===== src/design/usr_pkg.sv =====
`default_nettype none
package usr_pkg;

  // ----------------------------------------------------------------
  // Geometry, modes and buffering
  // ----------------------------------------------------------------
  localparam int unsigned NUM_STAGES = 4;
  localparam int unsigned SNAP_DEPTH = 4;
  localparam int unsigned FILL_W     = 3;

  localparam logic              MODE_SHIFT = 1'b0;
  localparam logic              MODE_LOAD  = 1'b1;
  localparam logic [FILL_W-1:0] FILL_ZERO  = 3'h0;
  localparam logic [FILL_W-1:0] FILL_FULL  = 3'h4;
  localparam logic [FILL_W-1:0] FILL_ONE   = 3'h1;

  typedef logic [NUM_STAGES-1:0] usr_stages_t;

  // Index 0 is the first stage, index NUM_STAGES-1 the last stage.
  typedef struct packed {
    usr_stages_t         stages;
    logic                shift_prev;
    logic                load_prev;
    logic                pend_valid;
    usr_stages_t         pend_data;
    logic [FILL_W-1:0]   fill_cnt;
    logic                known;
    logic                snap_drop;
  } usr_core_t;

endpackage : usr_pkg
`default_nettype wire


===== src/design/usr_fifo.sv =====
`default_nettype none
module usr_fifo #(
  parameter int unsigned WIDTH = 4,
  parameter int unsigned DEPTH = 4
) (
  input  wire logic             core_clk,
  input  wire logic             rst_n,
  input  wire logic             in_valid,
  output logic                  in_ready,
  input  wire logic [WIDTH-1:0] in_data,
  output logic                  out_valid,
  input  wire logic             out_ready,
  output logic      [WIDTH-1:0] out_data
);

  initial begin
    if (WIDTH < 1 || DEPTH < 2) begin
      $error("usr_fifo needs WIDTH >= 1 and DEPTH >= 2");
    end
  end

  // ----------------------------------------------------------------
  // State: head at index 0, so both output ports leave a flip-flop.
  // ----------------------------------------------------------------
  typedef struct packed {
    logic [DEPTH-1:0][WIDTH-1:0] mem;
    logic [DEPTH-1:0]            vld;
  } usr_fifo_st_t;

  usr_fifo_st_t st_r;
  usr_fifo_st_t st_nxt;

  assign in_ready  = !st_r.vld[DEPTH-1];
  assign out_valid = st_r.vld[0];
  assign out_data  = st_r.mem[0];

  always_comb begin
    logic placed;
    placed = 1'b0;
    st_nxt = st_r;
    if (st_r.vld[0] && out_ready) begin
      for (int i = 0; i < DEPTH - 1; i++) begin
        st_nxt.mem[i] = st_r.mem[i+1];
        st_nxt.vld[i] = st_r.vld[i+1];
      end
      st_nxt.vld[DEPTH-1] = 1'b0;
    end
    // A full FIFO refuses a push even if it pops; that keeps ready off the pop path.
    if (in_valid && in_ready) begin
      for (int i = 0; i < DEPTH; i++) begin
        if (!placed && !st_nxt.vld[i]) begin
          st_nxt.mem[i] = in_data;
          st_nxt.vld[i] = 1'b1;
          placed        = 1'b1;
        end
      end
    end
  end

  always_ff @(posedge core_clk or negedge rst_n) begin
    if (!rst_n) begin
      st_r <= '0;
    end else begin
      st_r <= st_nxt;
    end
  end

endmodule // usr_fifo
`default_nettype wire


===== src/design/usr_shift_reg.sv =====
`default_nettype none
// Operation
// RL1 - Four stages, each driving its own output, all four always visible.
// RL2 - Mode low: each shift clock edge enters serial bit, moves stages toward last.
// RL3 - Mode low: load clock and parallel inputs cannot change the stages.
// RL4 - Mode high: each load clock edge copies four parallel inputs into stages.
// RL5 - Outside logic builds left shift by feeding outputs back in parallel mode.
// RL6 - Contents change only on the falling edge of the active clock.
// RL7 - No reset of contents; they are unknown until all four stages are written. Here reset clears the stages to 0.
module usr_shift_reg
  import usr_pkg::*;
#(
  parameter int unsigned STAGES = usr_pkg::NUM_STAGES,
  parameter int unsigned DEPTH  = usr_pkg::SNAP_DEPTH
) (
  input  wire logic                core_clk,
  input  wire logic                rst_n,
  input  wire logic                mode_sel,
  input  wire logic                shift_clk,
  input  wire logic                load_clk,
  input  wire logic                serial_in,
  input  wire usr_pkg::usr_stages_t parallel_in,
  output var        usr_pkg::usr_stages_t stage_out,
  output logic                     contents_known,
  output logic                     snap_drop,
  output logic                     snap_valid,
  input  wire logic                snap_ready,
  output var        usr_pkg::usr_stages_t snap_data
);
  import usr_pkg::*;

  initial begin
    if (STAGES != NUM_STAGES || DEPTH < 2) begin
      $error("usr_shift_reg serves exactly the packaged stage count and DEPTH >= 2");
    end
  end

  // ----------------------------------------------------------------
  // Next contents of the stages for one clock event.
  // ----------------------------------------------------------------
  function automatic usr_stages_t next_stages(input logic        mode,
                                              input usr_stages_t cur,
                                              input logic        ser,
                                              input usr_stages_t par);
    usr_stages_t res;
    if (mode == MODE_LOAD) begin
      res = par; // RL4
    end else begin
      res = {cur[NUM_STAGES-2:0], ser}; // RL2
    end
    return res;
  endfunction

  usr_core_t st_r;
  usr_core_t st_nxt;

  logic shift_fall;
  logic load_fall;
  logic ev;
  logic fifo_in_ready;

  assign shift_fall = st_r.shift_prev && !shift_clk;
  assign load_fall  = st_r.load_prev && !load_clk;
  // Each mode listens to its own clock only, the other clock is inhibited.
  assign ev = (mode_sel == MODE_SHIFT) ? shift_fall : load_fall; // RL3 RL6

  // ----------------------------------------------------------------
  // Core update
  // ----------------------------------------------------------------
  always_comb begin
    st_nxt            = st_r;
    st_nxt.shift_prev = shift_clk;
    st_nxt.load_prev  = load_clk;
    st_nxt.snap_drop  = 1'b0;
    if (st_r.pend_valid && fifo_in_ready) begin
      st_nxt.pend_valid = 1'b0;
    end
    if (ev) begin
      st_nxt.stages = next_stages(mode_sel, st_r.stages, serial_in, parallel_in); // RL6
      // The register never waits for the FIFO; a snapshot still waiting is replaced.
      st_nxt.snap_drop  = st_r.pend_valid && !fifo_in_ready;
      st_nxt.pend_valid = 1'b1;
      st_nxt.pend_data  = st_nxt.stages;
      if (mode_sel == MODE_LOAD) begin
        st_nxt.fill_cnt = FILL_FULL; // RL7
      end else if (st_r.fill_cnt != FILL_FULL) begin
        st_nxt.fill_cnt = st_r.fill_cnt + FILL_ONE; // RL7
      end
    end
    st_nxt.known = (st_nxt.fill_cnt == FILL_FULL); // RL7
  end

  // Reset clears tracking and the stages alike; the stage values themselves carry no meaning
  // until contents_known rises.
  always_ff @(posedge core_clk or negedge rst_n) begin
    if (!rst_n) begin
      st_r <= '0;
    end else begin
      st_r <= st_nxt;
    end
  end

  assign stage_out      = st_r.stages; // RL1
  assign contents_known = st_r.known;
  assign snap_drop      = st_r.snap_drop;

  // ----------------------------------------------------------------
  // Snapshot stream of new stage values, less any replaced while still waiting
  // ----------------------------------------------------------------
  usr_fifo #(
    .WIDTH (NUM_STAGES),
    .DEPTH (DEPTH)
  ) u_snap_fifo (
    .core_clk  (core_clk),
    .rst_n     (rst_n),
    .in_valid  (st_r.pend_valid),
    .in_ready  (fifo_in_ready),
    .in_data   (st_r.pend_data),
    .out_valid (snap_valid),
    .out_ready (snap_ready),
    .out_data  (snap_data)
  );

  // ----------------------------------------------------------------
  // Checks
  // ----------------------------------------------------------------
  property p_new_value_visible;
    @(posedge core_clk) disable iff (!rst_n)
      ev |=> (st_r.pend_valid && st_r.pend_data == stage_out);
  endproperty
  a_new_value_visible: assert property (p_new_value_visible) // RL1
    else $error("new stage value not presented for snapshot");

  property p_shift_right;
    @(posedge core_clk) disable iff (!rst_n)
      (mode_sel == MODE_SHIFT && shift_fall) |=>
        stage_out == {$past(stage_out[NUM_STAGES-2:0]), $past(serial_in)};
  endproperty
  a_shift_right: assert property (p_shift_right) // RL2
    else $error("shift did not move stages with serial entry");

  property p_load_inhibited;
    @(posedge core_clk) disable iff (!rst_n)
      (mode_sel == MODE_SHIFT && !shift_fall) |=> $stable(stage_out);
  endproperty
  a_load_inhibited: assert property (p_load_inhibited) // RL3
    else $error("stages changed in shift mode without a shift edge");

  property p_parallel_load;
    @(posedge core_clk) disable iff (!rst_n)
      (mode_sel == MODE_LOAD && load_fall) |=>
        (stage_out == $past(parallel_in) && contents_known);
  endproperty
  a_parallel_load: assert property (p_parallel_load) // RL4
    else $error("parallel load did not copy inputs");

  property p_falling_only;
    @(posedge core_clk) disable iff (!rst_n)
      !$stable(stage_out) |-> $past(ev);
  endproperty
  a_falling_only: assert property (p_falling_only) // RL6
    else $error("stages changed without a falling clock edge");

  property p_known_cause;
    @(posedge core_clk) disable iff (!rst_n)
      $rose(contents_known) |-> $past(ev);
  endproperty
  a_known_cause: assert property (p_known_cause) // RL7
    else $error("contents marked known without a write");

  // ----------------------------------------------------------------
  // Mode inhibit and fill tracking checks
  // ----------------------------------------------------------------
  property p_shift_ignored;
    @(posedge core_clk) disable iff (!rst_n)
      (mode_sel == MODE_LOAD && !load_fall) |=> $stable(stage_out);
  endproperty
  a_shift_ignored: assert property (p_shift_ignored) // RL4
    else $error("stages changed in load mode without a load edge");

  property p_known_sticky;
    @(posedge core_clk) disable iff (!rst_n)
      contents_known |=> contents_known;
  endproperty
  a_known_sticky: assert property (p_known_sticky) // RL7
    else $error("contents fell back to unknown");

  // Fewer than four shifts since reset leave at least one stage unwritten.
  property p_early_unknown;
    @(posedge core_clk) disable iff (!rst_n)
      (mode_sel == MODE_SHIFT && shift_fall && st_r.fill_cnt < FILL_FULL - FILL_ONE) |=>
        !contents_known;
  endproperty
  a_early_unknown: assert property (p_early_unknown) // RL7
    else $error("contents marked known before four shifts");

  property p_fourth_shift_known;
    @(posedge core_clk) disable iff (!rst_n)
      (mode_sel == MODE_SHIFT && shift_fall && st_r.fill_cnt == FILL_FULL - FILL_ONE) |=>
        contents_known;
  endproperty
  a_fourth_shift_known: assert property (p_fourth_shift_known) // RL7
    else $error("fourth shift did not mark contents known");

  // ----------------------------------------------------------------
  // Snapshot stream checks
  // ----------------------------------------------------------------
  // A drop is only legal when a waiting snapshot is replaced by a newer one.
  property p_drop_cause;
    @(posedge core_clk) disable iff (!rst_n)
      snap_drop |-> ($past(ev) && $past(st_r.pend_valid) && !$past(fifo_in_ready));
  endproperty
  a_drop_cause: assert property (p_drop_cause) // RL1
    else $error("snapshot dropped although the buffer had room");

  property p_snap_hold;
    @(posedge core_clk) disable iff (!rst_n)
      (snap_valid && !snap_ready) |=> (snap_valid && $stable(snap_data));
  endproperty
  a_snap_hold: assert property (p_snap_hold) // RL1
    else $error("stalled snapshot head changed or vanished");

  property p_pend_taken;
    @(posedge core_clk) disable iff (!rst_n)
      (st_r.pend_valid && fifo_in_ready) |=> snap_valid;
  endproperty
  a_pend_taken: assert property (p_pend_taken) // RL1
    else $error("accepted snapshot not offered to the consumer");

endmodule // usr_shift_reg
`default_nettype wire


===== config.mk =====
export PLATFORM = sky130hd
export DESIGN_NAME = usr_shift_reg
export DESIGN_NICKNAME = d
export VERILOG_FILES = /design/src/design/usr_pkg.sv /design/src/design/usr_fifo.sv /design/src/design/usr_shift_reg.sv
export SDC_FILE = /design/constraint.sdc
export NUM_CORES = 1
export LEC_CHECK = 0
export BUFFER_PORTS_ARGS = -buffer_cell sky130_fd_sc_hd__buf_4
export CELL_PAD_IN_SITES_DETAIL_PLACEMENT = 1
export CELL_PAD_IN_SITES_GLOBAL_PLACEMENT = 2
export CORE_MARGIN = 5
export CORE_UTILIZATION = 38
export CTS_CLUSTER_DIAMETER = 100
export DETAILED_ROUTE_END_ITERATION = 12
export HOLD_SLACK_MARGIN = 0.05
export PLACE_DENSITY_LB_ADDON = 0.15
export SYNTH_ARGS = -nofsm -noshare
export SYNTH_HDL_FRONTEND = slang
export SYNTH_HIERARCHICAL = 1
export SYNTH_SLANG_ARGS = --single-unit

===== constraint.sdc =====
create_clock -name core_clk -period 1.5 [get_ports core_clk]
set_input_delay 0.3 -clock core_clk [delete_from_list [all_inputs] [get_ports core_clk]]
set_output_delay 0.3 -clock core_clk [all_outputs]
set_load 0.05 [all_outputs]

Yosys cells after proc, flatten, opt, wreduce, memory -nomap -nowiden
Index checks and enable logic that the tools add are counted.
{"block": "word_totals", "register_bits": 32, "in_bits": 11, "out_inout_bits": 11, "wordCells": 55}
{"block": "classes", "n_addsub": 1, "n_eq_ne": 2, "mux": 21, "n_reduce_logical": 19}
{"cell": "$mux 16", "count": 2}
{"cell": "$mux 4", "count": 4}
{"cell": "$mux 1", "count": 12}
{"cell": "$logic_not 1->1", "count": 9}
{"cell": "$logic_and 1x1->1", "count": 8}
{"cell": "$mux 8", "count": 1}
{"cell": "$mux 3", "count": 2}
{"cell": "$add 3x1->3 const B", "count": 1}
{"cell": "$eq 3x3->1 const B", "count": 1}
{"cell": "$ne 3x3->1 const B", "count": 1}
{"cell": "$reduce_and 2->1", "count": 1}
{"cell": "$reduce_bool 2->1", "count": 1}

Logic depth before layout (Yosys ltp)
{"block": "depth", "word_depth": 16, "ltp_mapped": 6, "ltp_nobuf": 6}

Hierarchy
The synthesis kept the hierarchy.
{"module": "usr_fifo", "n_inst": 1, "cells_each": 78, "area_each_um2": 1012.2, "seq_area_each_um2": 500.5}
{"module": "usr_shift_reg", "n_inst": 1, "cells_each": 55, "area_each_um2": 604.3, "seq_area_each_um2": 300.3}

Least setup slack after synthesis
OpenSTA, ideal clock, no wires.
{"block": "synth_timing", "path_kind": "reg2reg", "from": "register u_snap_fifo.st_r, in the netlist u_snap_fifo/out_valid", "to": "register u_snap_fifo/st_r[16] in the netlist's numbering", "setup_time_ns": 0.125, "t_arrival_ns": 1.588, "required_time_ns": 1.375, "path_slack_ns": -0.212, "path_stages_with_launch": 4, "path_buffers": 0, "period_less_slack_ns": 1.712, "cell_sequence": "dfrtp_1 > nand4b_1 > nor3_2 > mux2_2"}
{"block": "synth_between", "elab_chain_cells": 15, "word_cells_on_any_way": 18, "cone_classes": "mux: 7; reduce/logical: 11"}
{"item": "from (decl)", "line_no": "usr_fifo.sv:30", "rtl": "usr_fifo_st_t st_r;"}
{"item": "from (signal assigned)", "line_no": "usr_fifo.sv:64", "rtl": "st_r <= st_nxt;"}
{"item": "$logic_and 1x1->1", "line_no": "usr_fifo.sv:41", "rtl": "if (st_r.vld[0] && out_ready) begin"}
{"item": "$mux 16 (*)", "line_no": "usr_fifo.sv:41"}
{"item": "$mux 1", "line_no": "usr_fifo.sv:51", "rtl": "if (!placed && !st_nxt.vld[i]) begin"}
{"item": "$mux 1", "line_no": "usr_fifo.sv:49", "rtl": "if (in_valid && in_ready) begin"}
{"item": "$logic_not 1->1", "line_no": "usr_fifo.sv:51"}
{"item": "$logic_and 1x1->1", "line_no": "usr_fifo.sv:51"}
{"item": "$mux 1", "line_no": "usr_fifo.sv:51"}
{"item": "$mux 1", "line_no": "usr_fifo.sv:49"}
{"item": "$logic_not 1->1", "line_no": "usr_fifo.sv:51"}
{"item": "$logic_and 1x1->1", "line_no": "usr_fifo.sv:51"}
{"item": "$mux 1", "line_no": "usr_fifo.sv:51"}
{"item": "$mux 1", "line_no": "usr_fifo.sv:49"}
{"item": "$logic_not 1->1", "line_no": "usr_fifo.sv:51"}
{"item": "$logic_and 1x1->1 (*)", "line_no": "usr_fifo.sv:51"}
{"item": "$reduce_and 2->1 (no source line) (*)"}
Every way passes the cells marked *; elsewhere a longest branch is shown, timed or not. The select of a mux whose other input is x is not followed.
A chain may end at the register's enable or synchronous reset.

Worst setup path after layout
{"block": "layout_timing", "from": "register u_snap_fifo/st_r[3] in the netlist's numbering", "to": "register u_snap_fifo/st_r[19] in the netlist's numbering"}
{"block": "layout_between", "elab_chain_cells": 8, "word_cells_on_any_way": 11, "cone_classes": "mux: 3; reduce/logical: 8"}
{"item": "$mux 16", "line_no": "usr_fifo.sv:41"}
{"item": "$logic_not 1->1", "line_no": "usr_fifo.sv:51"}
{"item": "$logic_and 1x1->1", "line_no": "usr_fifo.sv:51"}
{"item": "$mux 1", "line_no": "usr_fifo.sv:51"}
{"item": "$mux 1", "line_no": "usr_fifo.sv:49"}
{"item": "$logic_not 1->1", "line_no": "usr_fifo.sv:51"}
{"item": "$logic_and 1x1->1", "line_no": "usr_fifo.sv:51"}
{"item": "$reduce_and 2->1 (no source line) (*)"}
Marked as above.

==> impl_metrics.py <==
metrics = {
    "synth": {
        "ys_types": 36,
        "syn_area_per_cell_sq_um": 12.2,
        "mappedNetlistArea_sq_um": 1620,
        "yosysTopAreaCell": "dfrtp_1",
        "ys_seq_elements": 32,
        "synthTopCellsByArea": "dfrtp_1 (50%), mux2_2 (19%), buf_4 (4.2%)",
        "syn_nets": 146,
        "synth_ff_type": "dfrtp_1",
        "synth.area.mux_share_pct": 22.0,
        "yosysWarningCount": 6,
        "synth-simple-area-share_pct": 10.3,
        "synth_fa_ha_area_share_pct": 1.55,
        "synth-edff-count": 0,
        "ys_async_sr_fraction_pct": 100,
        "synth_top_area_share_pct": 49.5,
        "synth_compound_area_share_pct": 8.05,
        "synth_seq_area_share_pct": 49.5,
        "synth_top_family_by_area": "multiplexers",
        "synthXorXnorAreaFrac_pct": 1.08,
        "netlist_instances": 133,
    },
    "cts": {
        "cts_tree": "done",
        "cts_max_level": 2,
        "path_clk_slew_ps": 70,
        "clock-sinks": 32,
        "clockBufferDepth": 2,
        "clk_latency_ps": 280,
        "cts_buffers": 5,
        "clock-root-buffer": "clkbuf_8",
    },
    "final_layout": {
        "final_nets": 172,
        "utilization_pct": 47.6,
        "area_growth_pct": 19.4,
        "num_antenna_cells": 0,
        "final_cells": 210,
        "drive_gt1_share_pct": 46.3,
    },
    "routing": {
        "drt_iter0_drc": 53,
        "antenna_left": 0,
        "post_drt_via_cell_ratio": 5.10,
        "vias": 1070,
        "routedWlPerCell_um": 14.9,
        "wl_um": 3130,
        "dr.pass1.iters": 4,
        "drc": 0,
    },
    "floorplan": {
        "num_io_pins": 22,
        "start_util_pct": 39.8,
        "die_area_sq_um": 5660,
        "core-area_sq_um": 4060,
        "die_x_um": 75.2,
        "die_h_um": 75.2,
        "rows": 23,
    },
    "critical_path": {
        "worstSetupPathType": "flop to flop",
        "startpoint_type": "flop",
        "cp.arrival_ps": 1610,
        "endpoint_kind": "flop",
        "cp.required_ps": 1660,
        "critPathMaxFanout": 5,
    },
    "global_route": {
        "grt_max_degree": 33,
        "grt_overflow": 0,
        "grt_usage_pct": 12.6,
        "grt_pass1_vias": 1110,
        "antenna_found_initial": 0,
        "grt_pass1_wl_um": 5260,
    },
    "sta": {
        "hold_slack_ps": 135,
        "slew_headroom_pct": 72.2,
        "timing.final.crit_share_pct": 96.7,
        "tightest_slew_ps": 417,
        "max_freq_mhz": 690,
        "rsz0062_at_grt": "yes",
        "slew_violations": 0,
        "setup_viol": 0,
        "tns_ps": 0,
        "fin_ws_ps": 49.9,
        "finClkSkew_ps": 5.07,
        "period_needed_ps": 1450,
        "hold_viol": 0,
    },
    "place": {
        "hpwlAfterDp_um": 2290,
        "placed_cells": 200,
        "io_buffers": 21,
        "gp_congestion": 0.734,
        "dp_slack_ps": 10.3,
    },
    "run_status": {
        "status": "complete, no violations",
    },
    "power_and_ir_drop": {
        "ir_drop_v": 0.000567,
        "p_per_area_nw_per_um2": 1840,
        "power_leakage_nw": 0.923,
    },
    "job": {
        "maxCapViolCount": 0,
    },
    "worst_hold_path": {
        "hp-class": "input port to flop",
    },
}
[logic make-up after synthesis]
| family | after synthesis |
|---|---|
| flip-flops | 32 |
| AO/OA/AOI/OAI | 19 |
| buffers and inverters | 19 |
| AND/OR/NAND/NOR | 27 |
| multiplexers | 32 |
| XOR/XNOR | 2 |
| adder cells (fa/ha/maj) | 2 |
[repair_timing]
action                     CTS  global route
setup buffers                0             1
pin swaps                    1             1
hold buffers                 1             0
gates resized for setup      0             5
hold endpoints to repair    32             0
setup endpoints to repair    1            17
[sequential cells by signal (all words and copies together) (netlist names)]
register               flops
st_r                      10
contents_known             1
snap_drop                  1
u_snap_fifo/out_data       4
u_snap_fifo/st_r          15
u_snap_fifo/out_valid      1
[per-layer routing]
metal	global-route usage, %	up-vias	part of all wire, %
li1	-	509	-
met1	14.9	538	42
met2	21.4	16	51
met3	3.20	7	4.1
met4	5.83	0	1.9
met5	0	-	0
[cell usage in the layout (no fill, tap or decap), drive strengths merged]
| cell type | instances |
|---|---|
| xor2 | 1 |
| a311o | 1 |
| a211oi | 1 |
| buf | 30 |
| ha | 2 |
| a32oi | 1 |
| mux2 | 28 |
| nor3b | 2 |
| clkbuf | 8 |
| nor3 | 3 |
| nand4b | 1 |
| a21oi | 3 |
| o211ai | 1 |
| nand2 | 8 |
| o31a | 1 |
| xnor2 | 1 |
| dlygate4sd3 | 1 |
| dfrtp | 32 |
| o21bai | 1 |
| mux2i | 4 |
| or3b | 1 |
| nor4 | 1 |
| a31oi | 1 |
| nor2b | 2 |
| nand2b | 2 |
| nor2 | 5 |
| a21o | 1 |
| inv | 7 |
| and3b | 2 |
| o21ai | 8 |
[report_power, final]
group | total, mW | switching [mW] | internal [mW]
Combinational | 1.49 | 0.782 | 0.705
Clock | 0.669 | 0.296 | 0.374
Sequential | 1.40 | 0.236 | 1.16
Total | 3.55 | 1.31 | 2.24
[cells in the mapped netlist (2+ instances only)]
master    number
dfrtp_1       32
mux2_2        27
buf_4          9
inv_1          7
nand2_1        7
o21ai_0        7
nor2_1         5
mux2i_1        4
a21oi_1        2
buf_6          2
ha_1           2
nand2b_1       2
nor2b_1        2
nor3_1         2
nor3b_2        2
[worst paths after layout]
| kind | cells past startpoint | slack (ps) | from | end |
|---|---|---|---|---|
| worst max-delay path | 4 | 50 | u_snap_fifo/st_r[3] | u_snap_fifo/st_r[19] |
| min in group asynchronous | 2 | 500 | rst_n | u_snap_fifo/st_r[11] |
| worst min-delay path | 1 | 130 | load_clk | st_r[10] |
| max in group asynchronous | 2 | 690 | rst_n | u_snap_fifo/out_valid |
| worst max register to register | 4 | 50 | u_snap_fifo/st_r[3] | u_snap_fifo/st_r[19] |
| worst min register to register | 1 | 520 | u_snap_fifo/st_r[17] | u_snap_fifo/st_r[17] |
[per-stage QoR]
| step | area [sq um] | power [mW] |
|---|---|---|
| 2_1_floorplan | 1620 | 2.52 |
| 6_report | 1930 | 3.55 |
| 3_5_place_dp | 1800 | 2.86 |
| 5_1_grt | 1930 | 3.80 |
| 3_3_place_gp | 1800 | 2.78 |
| 4_1_cts | 1900 | 3.55 |
[cell type report]
| cell class | count | area [sq um] |
|---|---|---|
| clock buffers | 8 | 90.1 |
| well taps | 50 | 62.6 |
| fillers | 436 | 2130 |
| inverters | 7 | 26.3 |
| multi-input cells | 82 | 714 |
| repair buffers | 31 | 235 |
| flip-flops and latches | 32 | 802 |
[worst max-delay path, cell delays in order, from the launching register on]
cell	delay, ps
dfrtp_1	420
nand4b_1	260
nor3_2	150
buf_4	170
mux2_2	330
Power figures use the tool's default switching activity.
